$ cat src/core/gtm_params.svh
// Constants for the general timer and the channel interrupt encoder.
// Assumes a single 20 MHz system clock and a plain strobe register port.
// Summary of operation
// - Period is high byte over low byte.
// - Period reads return programmed value, reset untouched.
// - Period resets to zero; zero disables.
// - Counter clock internal or external pin.
// - Decode eleven four-bit commands; rest reserved.
// - Commands self-clear; read shows enabled pending.
// - Reset restores default mode and stops.
// - One-shot output high, low after N.
// - One-shot restart before timeout; stop restores.
// - Running one-shot blocks period and commands.
// - Periodic output high P, low Q.
// - Running periodic blocks period, start, commands.
// - Routed pin zero forced high output; code drives it with the timer output, enable high.
// - Interrupt after N, each rising edge.
// - Interrupt clears on control read or reset.
// - Timer code 111, pin code 110, channel zero.
// - Eight channels of three-bit source codes.
// - Wake clears on indicator read; pin on level.
// - Timer word byte lanes control reserved low high.
`ifndef GTM_PARAMS_SVH
`define GTM_PARAMS_SVH
`define GTM_ADDR_INTR      8'h80
`define GTM_ADDR_TIMER     8'h84
`define GTM_ADDR_PINLVL    8'h90
`define GTM_CMD_IRQ_EN     4'h1
`define GTM_CMD_IRQ_DIS    4'h2
`define GTM_CMD_ONESHOT    4'h3
`define GTM_CMD_RETRIG     4'h4
`define GTM_CMD_INTCLK     4'h5
`define GTM_CMD_EXTCLK     4'h6
`define GTM_CMD_ROUTE      4'h7
`define GTM_CMD_DEROUTE    4'h8
`define GTM_CMD_START      4'h9
`define GTM_CMD_STOP       4'ha
`define GTM_CMD_RESET      4'hb
`define GTM_CODE_NONE      3'h0
`define GTM_CODE_RX        3'h1
`define GTM_CODE_RXTO      3'h2
`define GTM_CODE_TX        3'h3
`define GTM_CODE_MODEM     3'h4
`define GTM_CODE_PIN       3'h6
`define GTM_CODE_TIMER     3'h7
`define GTM_PERIOD_RESET   16'h0000
`endif

$ cat src/core/gtm_pkg.sv
// Types shared by the timer block.
// Assumes the constants header is included by users of these types.
package gtm_pkg;
	typedef enum logic [1:0] {GTM_IDLE, GTM_RUN, GTM_DONE} gtm_state_t;
	typedef struct packed {
		logic [7:0]  addr;
		logic [31:0] wdata;
		logic        wr;
		logic        rd;
	} gtm_bus_req_t;
	typedef struct packed {
		logic       irq_en;
		logic       oneshot;
		logic       ext_clk;
		logic       routed;
	} gtm_mode_t;
endpackage

$ cat src/core/gtm_timer.sv
// General 16-bit timer with register port and channel interrupt word.
// Assumes the external timer clock is slow against clk_sys and is sampled.
`include "gtm_params.svh"
module gtm_timer (
	input  wire logic                clk_sys,
	input  wire logic                rst_n,
	input  wire gtm_pkg::gtm_bus_req_t bus_req,
	output logic      [31:0]         rdata,
	input  wire logic                internal_tick,
	input  wire logic                external_timer_clock_pin,
	input  wire logic [23:0]         chan_code,
	input  wire logic [7:0]          channel_indicator_byte,
	input  wire logic                wake_event,
	input  wire logic                pin_event,
	input  wire logic [7:0]          pin_level_register,
	input  wire logic                pin_out_normal,
	input  wire logic                pin_oe_normal,
	output logic                     multipurpose_pin_zero_o,
	output logic                     multipurpose_pin_zero_oe,
	output logic                     timer_out,
	output logic                     host_irq
);
	import gtm_pkg::*;
	logic        rst_meta_reg;
	logic        rst_sync_n;
	logic [7:0]  timer_period_low_reg;
	logic [7:0]  timer_period_high_reg;
	gtm_mode_t   mode_reg;
	gtm_state_t  state_reg;
	logic [15:0] count_reg;
	logic        out_reg;
	logic        pend_reg;
	logic        wake_reg;
	logic        pin_reg;
	logic        ext_sync;
	logic        ext_prev_reg;
	logic [15:0] period;
	logic        tick;
	logic        wr_timer;
	logic        rd_timer;
	logic [3:0]  cmd;
	logic        cmd_ok;
	logic        running;
	logic        timeout;
	logic        rise;
	logic [15:0] half_p;
	logic [23:0] code_word;
	logic        timer_eff;

	always_ff @(posedge clk_sys or negedge rst_n) begin
		if (!rst_n) begin
			rst_meta_reg <= 1'b0;
			rst_sync_n   <= 1'b0;
		end else begin
			rst_meta_reg <= 1'b1;
			rst_sync_n   <= rst_meta_reg;
		end
	end

	gtm_sync u_ext (
		.clk_sys (clk_sys),
		.rst_n   (rst_sync_n),
		.d       (external_timer_clock_pin),
		.q       (ext_sync)
	);

	always_ff @(posedge clk_sys or negedge rst_sync_n) begin
		if (!rst_sync_n)
			ext_prev_reg <= 1'b0;
		else
			ext_prev_reg <= ext_sync;
	end

	// Internal source is a tick enable so the count stays in one clock domain.
	assign tick = mode_reg.ext_clk ? (ext_sync & ~ext_prev_reg) : internal_tick;
	assign period = {timer_period_high_reg, timer_period_low_reg};
	assign half_p = {1'b0, period[15:1]};
	assign wr_timer = bus_req.wr && (bus_req.addr == `GTM_ADDR_TIMER);
	assign rd_timer = bus_req.rd && (bus_req.addr == `GTM_ADDR_TIMER);
	assign cmd = bus_req.wdata[3:0];
	assign running = (state_reg != GTM_IDLE);
	// A running one-shot still accepts start, stop and reset; periodic only stop and reset.
	always_comb begin
		if (!running)
			cmd_ok = 1'b1;
		else if (mode_reg.oneshot)
			cmd_ok = (cmd == `GTM_CMD_START) || (cmd == `GTM_CMD_STOP) ||
				(cmd == `GTM_CMD_RESET);
		else
			cmd_ok = (cmd == `GTM_CMD_STOP) || (cmd == `GTM_CMD_RESET);
	end
	assign timeout = (state_reg == GTM_RUN) && tick && (count_reg == period - 16'h0001);
	assign rise = (state_reg == GTM_RUN) && !mode_reg.oneshot && timeout;

	always_ff @(posedge clk_sys or negedge rst_sync_n) begin
		if (!rst_sync_n) begin
			{timer_period_high_reg, timer_period_low_reg} <= `GTM_PERIOD_RESET;
		end else if (wr_timer && !running) begin
			timer_period_low_reg  <= bus_req.wdata[23:16];
			timer_period_high_reg <= bus_req.wdata[31:24];
		end
	end

	always_ff @(posedge clk_sys or negedge rst_sync_n) begin
		if (!rst_sync_n) begin
			mode_reg <= '{irq_en: 1'b0, oneshot: 1'b0, ext_clk: 1'b0, routed: 1'b0};
		end else if (wr_timer && cmd_ok) begin
			case (cmd)
				`GTM_CMD_IRQ_EN:  mode_reg.irq_en  <= 1'b1;
				`GTM_CMD_IRQ_DIS: mode_reg.irq_en  <= 1'b0;
				`GTM_CMD_ONESHOT: mode_reg.oneshot <= 1'b1;
				`GTM_CMD_RETRIG:  mode_reg.oneshot <= 1'b0;
				`GTM_CMD_INTCLK:  mode_reg.ext_clk <= 1'b0;
				`GTM_CMD_EXTCLK:  mode_reg.ext_clk <= 1'b1;
				`GTM_CMD_ROUTE:   mode_reg.routed  <= 1'b1;
				`GTM_CMD_DEROUTE: mode_reg.routed  <= 1'b0;
				`GTM_CMD_RESET:   mode_reg <= '{irq_en: 1'b0, oneshot: 1'b0,
					ext_clk: 1'b0, routed: 1'b0};
				default:          mode_reg <= mode_reg;
			endcase
		end
	end

	always_ff @(posedge clk_sys or negedge rst_sync_n) begin
		if (!rst_sync_n) begin
			state_reg <= GTM_IDLE;
			count_reg <= 16'h0000;
			out_reg   <= 1'b1;
		end else if (wr_timer && cmd_ok && (cmd == `GTM_CMD_STOP || cmd == `GTM_CMD_RESET)) begin
			state_reg <= GTM_IDLE;
			count_reg <= 16'h0000;
			out_reg   <= 1'b1;
		end else if (wr_timer && cmd_ok && cmd == `GTM_CMD_START) begin
			if (state_reg != GTM_DONE && period != 16'h0000) begin
				state_reg <= GTM_RUN;
				count_reg <= 16'h0000;
				out_reg   <= 1'b1;
			end
		end else begin
			case (state_reg)
				GTM_RUN: begin
					if (tick) begin
						if (timeout) begin
							count_reg <= 16'h0000;
							out_reg   <= !mode_reg.oneshot;
							if (mode_reg.oneshot)
								state_reg <= GTM_DONE;
						end else begin
							count_reg <= count_reg + 16'h0001;
							if (!mode_reg.oneshot && count_reg == half_p - 16'h0001)
								out_reg <= 1'b0;
						end
					end
				end
				GTM_DONE: out_reg <= 1'b0;
				default:  out_reg <= 1'b1;
			endcase
		end
	end

	// New events win over a same-cycle clear.
	always_ff @(posedge clk_sys or negedge rst_sync_n) begin
		if (!rst_sync_n)
			pend_reg <= 1'b0;
		else if (timeout || rise)
			pend_reg <= 1'b1;
		else if (rd_timer || (wr_timer && cmd_ok && cmd == `GTM_CMD_RESET))
			pend_reg <= 1'b0;
	end

	always_ff @(posedge clk_sys or negedge rst_sync_n) begin
		if (!rst_sync_n) begin
			wake_reg <= 1'b0;
			pin_reg  <= 1'b0;
		end else begin
			if (wake_event)
				wake_reg <= 1'b1;
			else if (bus_req.rd && bus_req.addr == `GTM_ADDR_INTR)
				wake_reg <= 1'b0;
			if (pin_event)
				pin_reg <= 1'b1;
			else if (bus_req.rd && bus_req.addr == `GTM_ADDR_PINLVL)
				pin_reg <= 1'b0;
		end
	end

	assign timer_eff = pend_reg && mode_reg.irq_en;

	gtm_encoder #(.CHANNELS(8)) u_enc (
		.chan_code  (chan_code),
		.timer_pend (timer_eff),
		.pin_pend   (pin_reg),
		.code_word  (code_word)
	);

	always_ff @(posedge clk_sys or negedge rst_sync_n) begin
		if (!rst_sync_n)
			rdata <= 32'h0000_0000;
		else if (bus_req.rd) begin
			case (bus_req.addr)
				`GTM_ADDR_TIMER:
					rdata <= {timer_period_high_reg, timer_period_low_reg, 8'h00,
						7'h00, timer_eff};
				`GTM_ADDR_INTR:
					rdata <= {code_word, channel_indicator_byte};
				// The level byte is returned so the clearing read also reports the pins.
				`GTM_ADDR_PINLVL:
					rdata <= {24'h00_0000, pin_level_register};
				default: rdata <= 32'h0000_0000;
			endcase
		end else
			rdata <= 32'h0000_0000;
	end

	always_ff @(posedge clk_sys or negedge rst_sync_n) begin
		if (!rst_sync_n) begin
			multipurpose_pin_zero_o  <= 1'b0;
			multipurpose_pin_zero_oe <= 1'b0;
		end else if (mode_reg.routed) begin
			multipurpose_pin_zero_o  <= out_reg;
			multipurpose_pin_zero_oe <= 1'b1;
		end else begin
			multipurpose_pin_zero_o  <= pin_out_normal;
			multipurpose_pin_zero_oe <= pin_oe_normal;
		end
	end

	assign timer_out = out_reg;
	// Wake alone raises the line even though its code reads as none.
	assign host_irq = (code_word != 24'h00_0000) || wake_reg ||
		(channel_indicator_byte != 8'h00);
endmodule

$ cat src/core/gtm_sync.sv
// Two-flop synchroniser for one level.
// Assumes the input may change at any time relative to clk_sys.
module gtm_sync (
	input  wire logic clk_sys,
	input  wire logic rst_n,
	input  wire logic d,
	output logic      q
);
	logic meta_reg;
	always_ff @(posedge clk_sys or negedge rst_n) begin
		if (!rst_n) begin
			meta_reg <= 1'b0;
			q        <= 1'b0;
		end else begin
			meta_reg <= d;
			q        <= meta_reg;
		end
	end
endmodule

$ cat src/core/gtm_encoder.sv
// Channel interrupt source encoder for the global interrupt word.
// Assumes per-channel codes arrive already prioritised, except channel zero.
`include "gtm_params.svh"
module gtm_encoder #(
	parameter int CHANNELS = 8
) (
	input  wire logic [CHANNELS*3-1:0] chan_code,
	input  wire logic                  timer_pend,
	input  wire logic                  pin_pend,
	output logic      [CHANNELS*3-1:0] code_word
);
	import gtm_pkg::*;
	function automatic logic [2:0] pick(input logic [2:0] uart, input logic pin,
		input logic tmr);
		// Global sources rank below the channel zero source.
		if (uart != `GTM_CODE_NONE)
			pick = uart;
		else if (pin)
			pick = `GTM_CODE_PIN;
		else if (tmr)
			pick = `GTM_CODE_TIMER;
		else
			pick = `GTM_CODE_NONE;
	endfunction
	genvar g;
	generate
		for (g = 0; g < CHANNELS; g++) begin : gen_ch
			if (g == 0) begin : gen_zero
				assign code_word[2:0] = pick(chan_code[2:0], pin_pend, timer_pend);
			end else begin : gen_other
				assign code_word[g*3 +: 3] = chan_code[g*3 +: 3];
			end
		end
	endgenerate
endmodule

$ cat config.mk
export PLATFORM = sky130hd
export DESIGN_NAME = gtm_timer
export DESIGN_NICKNAME = d
export VERILOG_FILES = /design/src/core/gtm_pkg.sv /design/src/core/gtm_timer.sv /design/src/core/gtm_sync.sv /design/src/core/gtm_encoder.sv
export VERILOG_INCLUDE_DIRS = /design/src /design/src/core
export SDC_FILE = /design/constraint.sdc
export NUM_CORES = 1
export LEC_CHECK = 0
export BUFFER_PORTS_ARGS = -buffer_cell sky130_fd_sc_hd__buf_2
export CAP_MARGIN = 20
export CELL_PAD_IN_SITES_DETAIL_PLACEMENT = 1
export CELL_PAD_IN_SITES_GLOBAL_PLACEMENT = 1
export CORE_ASPECT_RATIO = 0.5
export CORE_MARGIN = 2
export CORE_UTILIZATION = 43
export DETAILED_ROUTE_END_ITERATION = 10
export PLACE_DENSITY_LB_ADDON = 0.1
export SYNTH_ARGS = -nofsm -noshare
export SYNTH_HDL_FRONTEND = slang
export SYNTH_SLANG_ARGS = --single-unit
$ cat constraint.sdc
create_clock -name clk_sys -period 7.7 [get_ports clk_sys]
set_input_delay 0.77 -clock clk_sys [delete_from_list [all_inputs] [get_ports clk_sys]]
set_output_delay 0.77 -clock clk_sys [all_outputs]
set_load 0.05 [all_outputs]
==> results of run 1 <==
[synthesized netlist by cell type (4+ instances only)]
master    count  area (µm²)
dfrtp_1      80        2000
nor2_1       63         236
nand2_1      28         105
xnor2_1      28         245
xor2_1       25         219
clkbuf_1     23        86.3
mux2_2       18         203
a22oi_1      17         128
nand2b_1     15        93.8
nor4_1       15        93.8
nor3_1       13        65.1
inv_1        11        41.3
nand4_1      11        68.8
o21ai_0      10        50.1
a21oi_1       8        40.0
and2_1        8        50.1
nand3_1       8        40.0
mux2i_1       7        70.1
o21a_1        7        52.6
a31oi_1       6        37.5
nor2b_1       6        37.5
buf_2         5        25.0
nand3b_1      5        37.5
o31ai_1       4        30.0
or2_2         4        25.0
or3_1         4        25.0
[logic make-up after synthesis]
group | count (synthesis)
fa+ha+maj | 3
other cells | 1
compound gates | 76
simple gates | 202
mux | 27
flops | 81
buf+inv | 43
xor+xnor | 53
[report_power, final]
group	internal (W)	leakage (nW)	switching, W	total (W)
clock	0.000285	0.153	0.000171	0.000456
combinational	0.0000219	1.41	0.0000276	0.0000495
sequential	0.000429	1.08	0.00000427	0.000434
total	0.000736	2.64	0.000203	0.000939
[routing by layer]
metal  wire (µm)  global-route usage [%]  up-vias
li1            -                       -     1908
met1        6260                    33.2     2037
met2        6360                    39.3      107
met3         864                    7.29       18
met4         198                    6.64        0
met5           0                       0        -
[layout make-up]
type / instances / area (µm²)
Fill cell: 1213 / 4740
Multi-Input combinational cell: 362 / 2450
Sequential cell: 81 / 2030
Timing Repair Buffer: 117 / 616
Clock buffer: 10 / 229
Tap cell: 140 / 175
Clock inverter: 6 / 90.1
Inverter: 11 / 41.3
[worst max-delay path: stages (launching register included)]
cell and delay (ns):
dfrtp_1 0.61, or4_1 0.79, nor3_1 0.28, xnor2_1 0.17, o2111ai_1 0.15, or3_1 0.50
nor4_1 0.36, o21ai_1 0.13, mux2_1 0.33
[worst max path at each step]
stage,from,to,slack [ns],cells after the start
final,timer_period_low_reg[6],state_reg[0],4.24,8
after floorplan,bus_req[35],count_reg[10],4.69,8
after detailed placement,bus_req[35],count_reg[14],4.00,9
after global routing,timer_period_low_reg[6],count_reg[14],4.02,8
after CTS,timer_period_low_reg[6],count_reg[6],4.24,8
after global placement,bus_req[35],count_reg[14],4.06,9
[metrics by stage]
stage / util, % / power [W] / area [µm²] / setup WS, ns / instances
floorplan: - / 0.000459 / 4670 / 4.69 / 486
global placement: 50.9 / 0.000488 / 5280 / 4.06 / 709
detailed placement: 51.0 / 0.000490 / 5290 / 4.00 / 710
CTS: 54.0 / 0.000949 / 5610 / 4.24 / 726
global route: 54.3 / 0.000976 / 5630 / 4.02 / 727
finish: 54.3 / 0.000939 / 5630 / 4.24 / 727
==> implementation parameters, run 1 <==
Parameter                              Value

Run status
  Outcome ... complete, no violations

Yosys
  Netlist cell types ... 65
  Post-synthesis share of cell area spent on and, or, nand and nor gates ... 23.7%
  Complex-gate fraction of the synthesized area ... 11.7%
  Post-synthesis cell area ... 4670 µm²
  Synthesized instance count ... 486
  Adder-cell area share of the yosys netlist ... 0.805%
  Xor/xnor share of the synthesized area ... 9.95%
  Post-synthesis area per instance ... 9.60 µm²
  Multiplexer area fraction after synthesis ... 6.33%
  Async set or reset register ratio after synthesis ... 100%
  Syn Nets ... 579
  Post-synth EDFFs ... 0
  Largest family of logic cells by synthesized area ... simple AND/OR/NAND/NOR gates
  Number of register bits inferred by synthesis ... 81
  Sequential-to-total area share from yosys stat ... 43.5%
  Number of synthesis warnings ... 0
  Most used flip-flop cell after synthesis ... dfrtp_1

Critical path
  Worst Path Max Fanout ... 15
  Worst Path Class, Setup ... reg -> reg
  Crit path capture type ... register
  Critical Path RT ... 7.92 ns
  R2r endpoint ... state_reg[0]
  Slack of the worst reg-to-reg path ... 4.24 ns
  Reg-to-reg critical path startpoint ... timer_period_low_reg[6]
  Reg2Reg Depth ... 8
  Critical path arrival ... 3.68 ns
  Critical path startpoint category ... register

STA
  Clock skew ... 0.00949 ns
  Unrepaired setup endpoints after global routing ... no
  Transition time of the tightest slew-check pin ... 0.872 ns
  Final critical-path required period ... 3.46 ns
  Relative slew slack ... 41.7%
  Part of the cycle the worst path needs ... 45.0%
  Setup TNS after final layout ... 0 ns
  Final Hold Vio Count ... 0
  Worst hold margin ... 0.157 ns
  Fin. max-slew vios ... 0
  Highest clock rate ... 289 MHz
  Final Setup Violations ... 0

Floorplan
  Full die area ... 11800 µm²
  Number of placement rows ... 26
  I/O Pins ... 126
  Area of the core ... 10400 µm²
  Starting density of the core ... 45.0%
  Die span in y ... 77.7 µm
  Width of the chip ... 151 µm

Clocking
  Total CTS buffers ... 9
  Number of H-tree levels ... 3
  Latest clock arrival within the worst-skew pair ... 0.34 ns
  Clock Pin Slew Worst Setup and Hold Paths ... 0.06 ns
  Number of sinks handled by clock tree synthesis ... 81
  TritonCTS clock tree ... yes
  CTS Buffer Depth ... 2
  Root buf cell ... clkbuf_16
  Post-CTS repair timing setup buffer count ... 0
  Number of buffers added to fix hold violations after cts ... 0
  Post-cts gate resize count ... 0

Finish
  Net count reported at finish ... 675
  Highest-count cells in the layout ignoring fill and taps ... buf_2 (113), dfrtp_1 (79), nor2_1 (63)
  Most common library cell in the layout ignoring fill and taps ... buf_2
  Share of final-layout standard cells stronger than drive strength 1 ... 28.6%
  Synthesis-to-finish area growth ... 20.8%
  Antenna diode count ... 0
  Flip-flop count of the largest register, all copies and words added ... 32

Detailed routing
  Number of DRC violations after detailed-routing iteration 0 ... 160
  DRC errors left ... 0
  Final WL ... 13.7 mm
  ANT nets after route ... 0
  Per-cell routed wire length ... 18.8 µm
  Total vias in the final route ... 4070
  1st-pass router iterations ... 4
  Detailed-route vias per instance ... 5.60

GRT
  Number of global-route vias before repair ... 4320
  Largest net degree at the start of global routing ... 80
  Total Routing Usage GR ... 24.8%
  Initial antenna violation count ... 0
  First-pass GRT wire length ... 22.4 mm
  Gr ovfl total ... 0

Place
  Post-DP HPWL ... 10.4 mm
  Final weighted congestion in routability-driven placement ... 0.856
  Number of port buffers ... 113

Worst hold path
  Hold Path Class ... reg -> async

Power
  Power per Cell Area ... 167 nW/µm²
  Leakage dissipation ... 2.64 nW
  Maximum vdd ir drop ... 0.0984 mV

Job
  Number of maximum-capacitance constraint violations ... 0
Note: power is estimated with default switching activity, not from simulation.
==> inputs of run 2 (changes only) <==
--- a/config.mk
+++ b/config.mk
@@ -6,13 +6,14 @@
 export SDC_FILE = /design/constraint.sdc
 export NUM_CORES = 1
 export LEC_CHECK = 0
+export ABC_AREA = 1
 export BUFFER_PORTS_ARGS = -buffer_cell sky130_fd_sc_hd__buf_2
 export CAP_MARGIN = 20
 export CELL_PAD_IN_SITES_DETAIL_PLACEMENT = 1
 export CELL_PAD_IN_SITES_GLOBAL_PLACEMENT = 1
 export CORE_ASPECT_RATIO = 0.5
 export CORE_MARGIN = 2
-export CORE_UTILIZATION = 43
+export CORE_UTILIZATION = 34
 export DETAILED_ROUTE_END_ITERATION = 10
 export PLACE_DENSITY_LB_ADDON = 0.1
 export SYNTH_ARGS = -nofsm -noshare
==> constraint.sdc (replaced) <==
create_clock -name clk_sys -period 3.17 [get_ports clk_sys]
set_input_delay 0.317 -clock clk_sys [delete_from_list [all_inputs] [get_ports clk_sys]]
set_output_delay 0.317 -clock clk_sys [all_outputs]
set_load 0.05 [all_outputs]
==> implementation parameters, run 2 <==
Parameter                              Value

Finish
  Fillcell total ... 1866 (+54%)
  Antenna diode count ... 0 (unchanged)
  Highest-count cells in the layout ignoring fill and taps ... nand2_1 (182), buf_2 (113), inv_1 (92)
  Share of final-layout standard cells stronger than drive strength 1 ... 23.0% (-5.6 points)
  Net count reported at finish ... 895 (+33%)
  Synthesis-to-finish area growth ... 22.7%
  Final std cell area, no fill ... 6090 µm² (+8.0%)
  Flip-flop count of the largest register, all copies and words added ... 32 (unchanged)
  Most common library cell in the layout ignoring fill and taps ... nand2_1

Critical path
  Chain of cells forming the critical path ... inv_1 -> ha_1 -> nand2_1 -> nor2_2 -> nand2_1 -> nand2_1 -> nand3_1 -> nor2_1 -> nand2_1 -> nor2_2 -> nand3_2 -> a21oi_2 -> buf_4 -> nor2_1
  Worst Path Max Fanout ... 10 (-5)
  Critical path arrival ... 2.91 ns (-0.77 ns)
  Kind of cell adding the most delay to the critical path ... simple AND/OR/NAND/NOR gates
  Worst Path Class, Setup ... reg -> reg
  Critical Path RT ... 3.41 ns (-4.51 ns)
  Critical path buffer and inverter count ... 2 (+2)
  Slowest cell delay on critical path ... 0.41 ns (-0.38 ns)
  Highest-delay cell along the critical path ... dfrtp_1
  Crit path capture type ... register
  Critical path startpoint category ... register
  Most used cell, CP ... nand2_1

Run status
  Outcome ... complete, no violations

GRT
  Global routing met2 resource utilization ... 33.9% (-5.4 points)
  First-pass GRT wire length ... 25.0 mm (+11%)
  Global routing's busiest layer ... met2
  Gr ovfl total ... 0 (unchanged)
  Largest net degree at the start of global routing ... 38 (-53%)
  Routing usage on met1 ... 30.0% (-3.2 points)
  Global routing usage on met3 ... 3.87% (-3.4 points)
  Number of global-route vias before repair ... 4679 (+8.3%)
  Total Routing Usage GR ... 21.1% (-3.7 points)
  Initial antenna violation count ... 0 (unchanged)

Clocking
  TritonCTS clock tree ... yes
  CTS Buffer Depth ... 2 (unchanged)
  Number of H-tree levels ... 3 (unchanged)
  Number of sinks handled by clock tree synthesis ... 81 (unchanged)
  Root buf cell ... clkbuf_16
  Clock Pin Slew Worst Setup and Hold Paths ... 0.07 ns (about the same)
  Post-cts gate resize count ... 0 (unchanged)
  Latest clock arrival within the worst-skew pair ... 0.35 ns (about the same)
  Total CTS buffers ... 9 (unchanged)

STA
  Transition time of the tightest slew-check pin ... 0.691 ns (-0.180 ns)
  Relative slew slack ... 53.8% (+12 points)
  Setup TNS after final layout ... 0 ns (unchanged)
  Final Hold Vio Count ... 0 (unchanged)
  Fin. max-slew vios ... 0 (unchanged)
  Unrepaired setup endpoints after global routing ... no
  Final Setup Violations ... 0 (unchanged)
  Part of the cycle the worst path needs ... 84.5% (+39 points)
  Final critical-path required period ... 2.68 ns (-0.785 ns)
  Highest clock rate ... 373 MHz (+29%)
  Clock skew ... 0.00883 ns (-0.000658 ns)

Power
  Fraction of power spent switching nets ... 26.7% (+5.1 points)
  Sequential group share of total power ... 45.3% (-0.9 points)
  Power per Cell Area ... 392 nW/µm² (+140%)
  Clock share of power ... 47.1% (-1.5 points)
  Maximum vdd ir drop ... 0.234 mV (+140%)
  Combinational share of power ... 7.6% (+2.3 points)
  Switching power total ... 0.000636 W (+210%)
  Cell internal pwr ... 0.00175 W (+140%)
  Leakage dissipation ... 3.28 nW (+24%)

Job
  Number of maximum-capacitance constraint violations ... 0 (unchanged)

Detailed routing
  Per-cell routed wire length ... 16.0 µm (-15%)
  Total vias in the final route ... 4680 (+15%)
  Number of DRC violations after detailed-routing iteration 0 ... 260 (+63%)
  ANT nets after route ... 0 (unchanged)
  DRC errors left ... 0 (unchanged)
  1st-pass router iterations ... 4 (unchanged)
  Final WL ... 16.0 mm (+17%)
  Detailed-route vias per instance ... 4.66 (-17%)

Floorplan
  Width of the chip ... 175 µm (+16%)
  Area of the core ... 14400 µm² (+38%)
  Number of placement rows ... 31 (+19%)
  I/O Pins ... 126 (unchanged)
  Die span in y ... 89.4 µm (+15%)
  Starting density of the core ... 34.6% (-10 points)
  Full die area ... 15600 µm² (+33%)

Yosys
  Most used flip-flop cell after synthesis ... dfrtp_1
  Most used standard cell by instance count after synthesis ... nand2_1
  Share of the synthesized area in the top cell type ... 40.4% (-2.6 points)
  Async set or reset register ratio after synthesis ... 100% (unchanged)
  Number of synthesis warnings ... 0 (unchanged)
  Post-synthesis cell area ... 4960 µm² (+6.3%)
  Post-synth EDFFs ... 0 (unchanged)
  Netlist cell types ... 46 (-29%)
  Sequential-to-total area share from yosys stat ... 40.9% (-2.6 points)
  Cell taking the most area after synthesis ... dfrtp_1
  Synthesized instance count ... 684 (+41%)
  Top post-synthesis cells by count ... nand2_1 (182), inv_1 (92), nor2_1 (91)
  Leading cell types by total area after synthesis ... dfrtp_1 (40%), nand2_1 (14%), inv_1 (7.0%)
  Number of register bits inferred by synthesis ... 81 (unchanged)
  Syn Nets ... 777 (+34%)
  Post-synthesis area per instance ... 7.25 µm² (-24%)

Worst hold path
  Hold Path Class ... in -> reg

Place
  Final weighted congestion in routability-driven placement ... 0.847 (-1.2%)
  Number of port buffers ... 113 (unchanged)
  Post-DP HPWL ... 12.7 mm (+22%)
  Area of placed instances ... 5760 µm² (+9.0%)
-- run 2: per-layer routing --
metal / vias up / part of all wire [%]
li1: 2356 / -
met1: 2236 / 53
met2: 81 / 43
met3: 7 / 3.3
met4: 0 / 0.55
met5: - / 0
-- run 2: worst register-to-register path, stage by stage (launching register included) --
cell	delay, ns
dfrtp_1	0.41
inv_1	0.19
ha_1	0.24
nand2_1	0.16
nor2_2	0.28
nand2_1	0.08
nand2_1	0.07
nand3_1	0.09
nor2_1	0.12
nand2_1	0.09
nor2_2	0.14
nand3_2	0.15
a21oi_2	0.25
buf_4	0.22
nor2_1	0.07
-- run 2: through the flow --
step | utilization (%) | hold slack, ns | instances | setup slack, ns | total power, W
2_1_floorplan | - | 0.0214 | 684 | 0.749 | 0.00118
3_3_place_gp | 40.2 | 0.109 | 988 | 0.585 | 0.00128
3_5_place_dp | 40.2 | 0.109 | 988 | 0.514 | 0.00128
4_1_cts | 42.4 | 0.0578 | 1005 | 0.456 | 0.00242
5_1_grt | 42.4 | 0.0594 | 1005 | 0.183 | 0.00249
6_report | 42.4 | 0.0691 | 1005 | 0.492 | 0.00239
-- run 2: logic make-up after synthesis --
| group | Yosys count | share of synthesized area [%] |
|---|---|---|
| fa+ha+maj | 3 | 0.757 |
| other cells | 1 | 0.0756 |
| compound gates | 67 | 7.72 |
| simple gates | 378 | 34.3 |
| buf+inv | 115 | 9.36 |
| xor+xnor | 38 | 6.71 |
| flops | 81 | 40.9 |
| mux | 1 | 0.227 |
-- run 2: final timing paths --
check | start | end | slack [ns] | depth (start not counted)
setup / recovery | timer_period_low_reg[1] | count_reg[3] | 0.49 | 14
hold / removal | external_timer_clock_pin | u_ext.meta_reg | 0.07 | 1
hold reg to reg | rst_sync_n | timer_period_low_reg[2] | 0.31 | 0
min in group asynchronous | rst_n | rst_sync_n | 0.27 | 2
setup reg to reg | timer_period_low_reg[1] | count_reg[3] | 0.49 | 14
max in group asynchronous | rst_sync_n | wake_reg | 2.11 | 1
-- run 2: final cells by class --
type | count | area [µm²] | area share, %
sequential | 81 | 2030 | 33.4
clock buffer | 9 | 225 | 3.70
multi-input combinational | 488 | 2470 | 40.6
timing repair buffer | 125 | 658 | 10.8
clock inverter | 7 | 88.8 | 1.46
tap | 198 | 248 | 4.07
inverter | 97 | 367 | 6.02
-- run 2: what timing repair did --
action | in CTS | in global routing
setup buffers | 0 | 0
endpoints found under the hold margin | 2 | 0
hold buffers | 1 | 0
-- run 2: power groups by stage --
stage	logic (W)	registers [W]	clock network, W
after floorplan	0.0000848	0.00109	0
after global placement	0.000179	0.00110	0
after detailed placement	0.000182	0.00110	0
after CTS	0.000184	0.00108	0.00116
after global routing	0.000205	0.00108	0.00120
final	0.000183	0.00108	0.00112
==> inputs of run 3 (changes only) <==
--- a/config.mk
+++ b/config.mk
@@ -13,7 +13,7 @@
 export CELL_PAD_IN_SITES_GLOBAL_PLACEMENT = 1
 export CORE_ASPECT_RATIO = 0.5
 export CORE_MARGIN = 2
-export CORE_UTILIZATION = 34
+export CORE_UTILIZATION = 38
 export DETAILED_ROUTE_END_ITERATION = 10
 export PLACE_DENSITY_LB_ADDON = 0.1
 export SYNTH_ARGS = -nofsm -noshare
==> constraint.sdc (replaced) <==
create_clock -name clk_sys -period 2.5 [get_ports clk_sys]
set_input_delay 0.25 -clock clk_sys [delete_from_list [all_inputs] [get_ports clk_sys]]
set_output_delay 0.25 -clock clk_sys [all_outputs]
set_load 0.05 [all_outputs]
==> implementation parameters, run 3 (synthesis results as in run 2) <==
Parameter                              Value

Run status
  Outcome ... complete, no violations

Worst hold path
  Worst hold endpoint ... pin_reg
  Start point of the worst hold path ... pin_event
  Number of instances on the worst hold path ... 3 (+2)
  Hold Path Class ... in -> reg

Critical path
  Worst Path Max Fanout ... 13 (+3)
  Slack of the worst reg-to-reg path ... 0.18 ns (-0.31 ns)
  Critical path startpoint category ... register
  Reg-to-reg critical path startpoint ... timer_period_low_reg[1]
  Critical Path RT ... 2.74 ns (-0.67 ns)
  Critical path arrival ... 2.56 ns (-0.35 ns)
  Worst Path Class, Setup ... reg -> reg
  Crit path capture type ... register
  Reg2Reg Depth ... 16 (+2)
  R2r endpoint ... count_reg[14]

Clocking
  Total CTS buffers ... 9 (unchanged)
  Number of H-tree levels ... 3 (unchanged)
  TritonCTS clock tree ... yes
  Latest clock arrival within the worst-skew pair ... 0.35 ns (about the same)
  Root buf cell ... clkbuf_16
  Number of sinks handled by clock tree synthesis ... 81 (unchanged)
  CTS Buffer Depth ... 2 (unchanged)
  Clock Pin Slew Worst Setup and Hold Paths ... 0.07 ns (about the same)

Power
  Maximum vdd ir drop ... 0.316 mV (+35%)
  Power per Cell Area ... 465 nW/µm² (+19%)
  Power consumption ... 0.00292 W (+22%)
  Leakage dissipation ... 3.37 nW (+2.9%)

Finish
  Net count reported at finish ... 918 (+2.6%)
  Flip-flop count of the largest register, all copies and words added ... 32 (unchanged)
  Number of cells in the finished layout apart from fillers ... 1001 (-0.40%)
  Fillcell total ... 1677 (-10%)
  Synthesis-to-finish area growth ... 26.8%
  Most common library cell in the layout ignoring fill and taps ... nand2_1
  Highest-count cells in the layout ignoring fill and taps ... nand2_1 (180), buf_2 (113), inv_1 (91)
  Share of final-layout standard cells stronger than drive strength 1 ... 26.3% (+3.2 points)

Floorplan
  I/O Pins ... 126 (unchanged)
  Area of the core ... 12700 µm² (-12%)
  Number of placement rows ... 29 (-6.5%)
  Die span in y ... 84.8 µm (-5.2%)
  Full die area ... 14000 µm² (-10%)
  Starting density of the core ... 39.1% (+4.5 points)
  Width of the chip ... 166 µm (-5.3%)

Detailed routing
  Total vias in the final route ... 4926 (+5.3%)
  ANT nets after route ... 0 (unchanged)
  Final WL ... 16.1 mm (+0.29%)
  DRC errors left ... 0 (unchanged)
  Number of DRC violations after detailed-routing iteration 0 ... 190 (-27%)
  1st-pass router iterations ... 4 (unchanged)
  Detailed-route vias per instance ... 4.92 (+5.7%)
  Per-cell routed wire length ... 16.1 µm (+0.69%)

STA
  Clock skew ... 0.00677 ns (-0.00207 ns)
  Setup TNS after final layout ... 0 ns (unchanged)
  Final Hold Vio Count ... 0 (unchanged)
  Transition time of the tightest slew-check pin ... 0.517 ns (-0.174 ns)
  Part of the cycle the worst path needs ... 92.8% (+8.3 points)
  Relative slew slack ... 65.5% (+12 points)
  Fin. max-slew vios ... 0 (unchanged)
  Final critical-path required period ... 2.32 ns (-0.358 ns)
  Highest clock rate ... 431 MHz (+15%)
  Fin worst setup slack ... 0.180 ns (-0.312 ns)
  Final Setup Violations ... 0 (unchanged)
  Worst hold margin ... 0.0857 ns (+0.0166 ns)

Place
  Post-DP HPWL ... 12.7 mm (+0.45%)
  Final weighted congestion in routability-driven placement ... 0.901 (+6.4%)
  Number of port buffers ... 113 (unchanged)
  Placement-stage worst setup slack ... 0.0308 ns (-0.483 ns)
  Number of instances in the placed design ... 982 (-0.61%)

GRT
  Number of global-route vias before repair ... 4934 (+5.4%)
  First-pass GRT wire length ... 25.9 mm (+3.8%)
  Total Routing Usage GR ... 24.2% (+3.2 points)
  Largest net degree at the start of global routing ... 37 (-2.6%)
  Initial antenna violation count ... 0 (unchanged)
  Gr ovfl total ... 0 (unchanged)

Job
  Number of maximum-capacitance constraint violations ... 0 (unchanged)
-- run 3: worst max-delay path: stages (launching register included) --
cell and delay [ns]:
dfrtp_1 0.37, inv_2 0.07, ha_2 0.33, inv_1 0.04
nand2_1 0.05, nand2_1 0.04, nor2_1 0.09, nand2_1 0.07
nor2_2 0.11, nand3_1 0.11, nor2_2 0.15, nand2_1 0.10
nor2_4 0.14, nand3_4 0.14, a21oi_4 0.18, buf_12 0.15
nor2_1 0.05
-- run 3: where the power goes --
group          switching, W  leakage, nW  internal, W
sequential        0.0000388        0.954      0.00133
combinational      0.000142         2.28     0.000108
clock              0.000594        0.136     0.000711
-- run 3: per-stage QoR --
step	utilization, %	instance area (µm²)
floorplan	-	4960
global placement	46.6	5920
detailed placement	46.6	5920
CTS	49.0	6230
global route	49.5	6290
finish	49.5	6290
-- run 3: metal layers --
layer	vias up	part of all wire [%]	global-route usage (%)
met3	15	5.3	4.64
met2	102	45	39.4
met4	0	0.81	4.55
li1	2409	-	-
met5	-	0	0
met1	2400	49	33.9
-- run 3: worst max-delay path by stage --
stage | end | start
after detailed placement | state_reg[0] | timer_period_low_reg[1]
after global placement | state_reg[0] | timer_period_low_reg[1]
after CTS | state_reg[0] | timer_period_low_reg[1]
after global routing | count_reg[4] | timer_period_low_reg[1]
final | count_reg[14] | timer_period_low_reg[1]
after floorplan | count_reg[0] | rst_sync_n
-- run 3: cell type report --
cell class | count | area (µm²) | area share [%]
diodes | 1 | 2.50 | 0.0398
clock buffers | 10 | 239 | 3.80
clock inverters | 6 | 50.0 | 0.796
inverters | 97 | 367 | 5.83
multi-input cells | 488 | 2530 | 40.2
flip-flops and latches | 81 | 2030 | 32.3
well taps | 170 | 213 | 3.38
repair buffers | 148 | 858 | 13.6
-- run 3: timing repair --
action,in CTS,in global routing
hold buffers,2,0
setup buffers,0,0
resized for setup,0,16
endpoints found under the hold margin,3,0
setup endpoints to repair,0,20
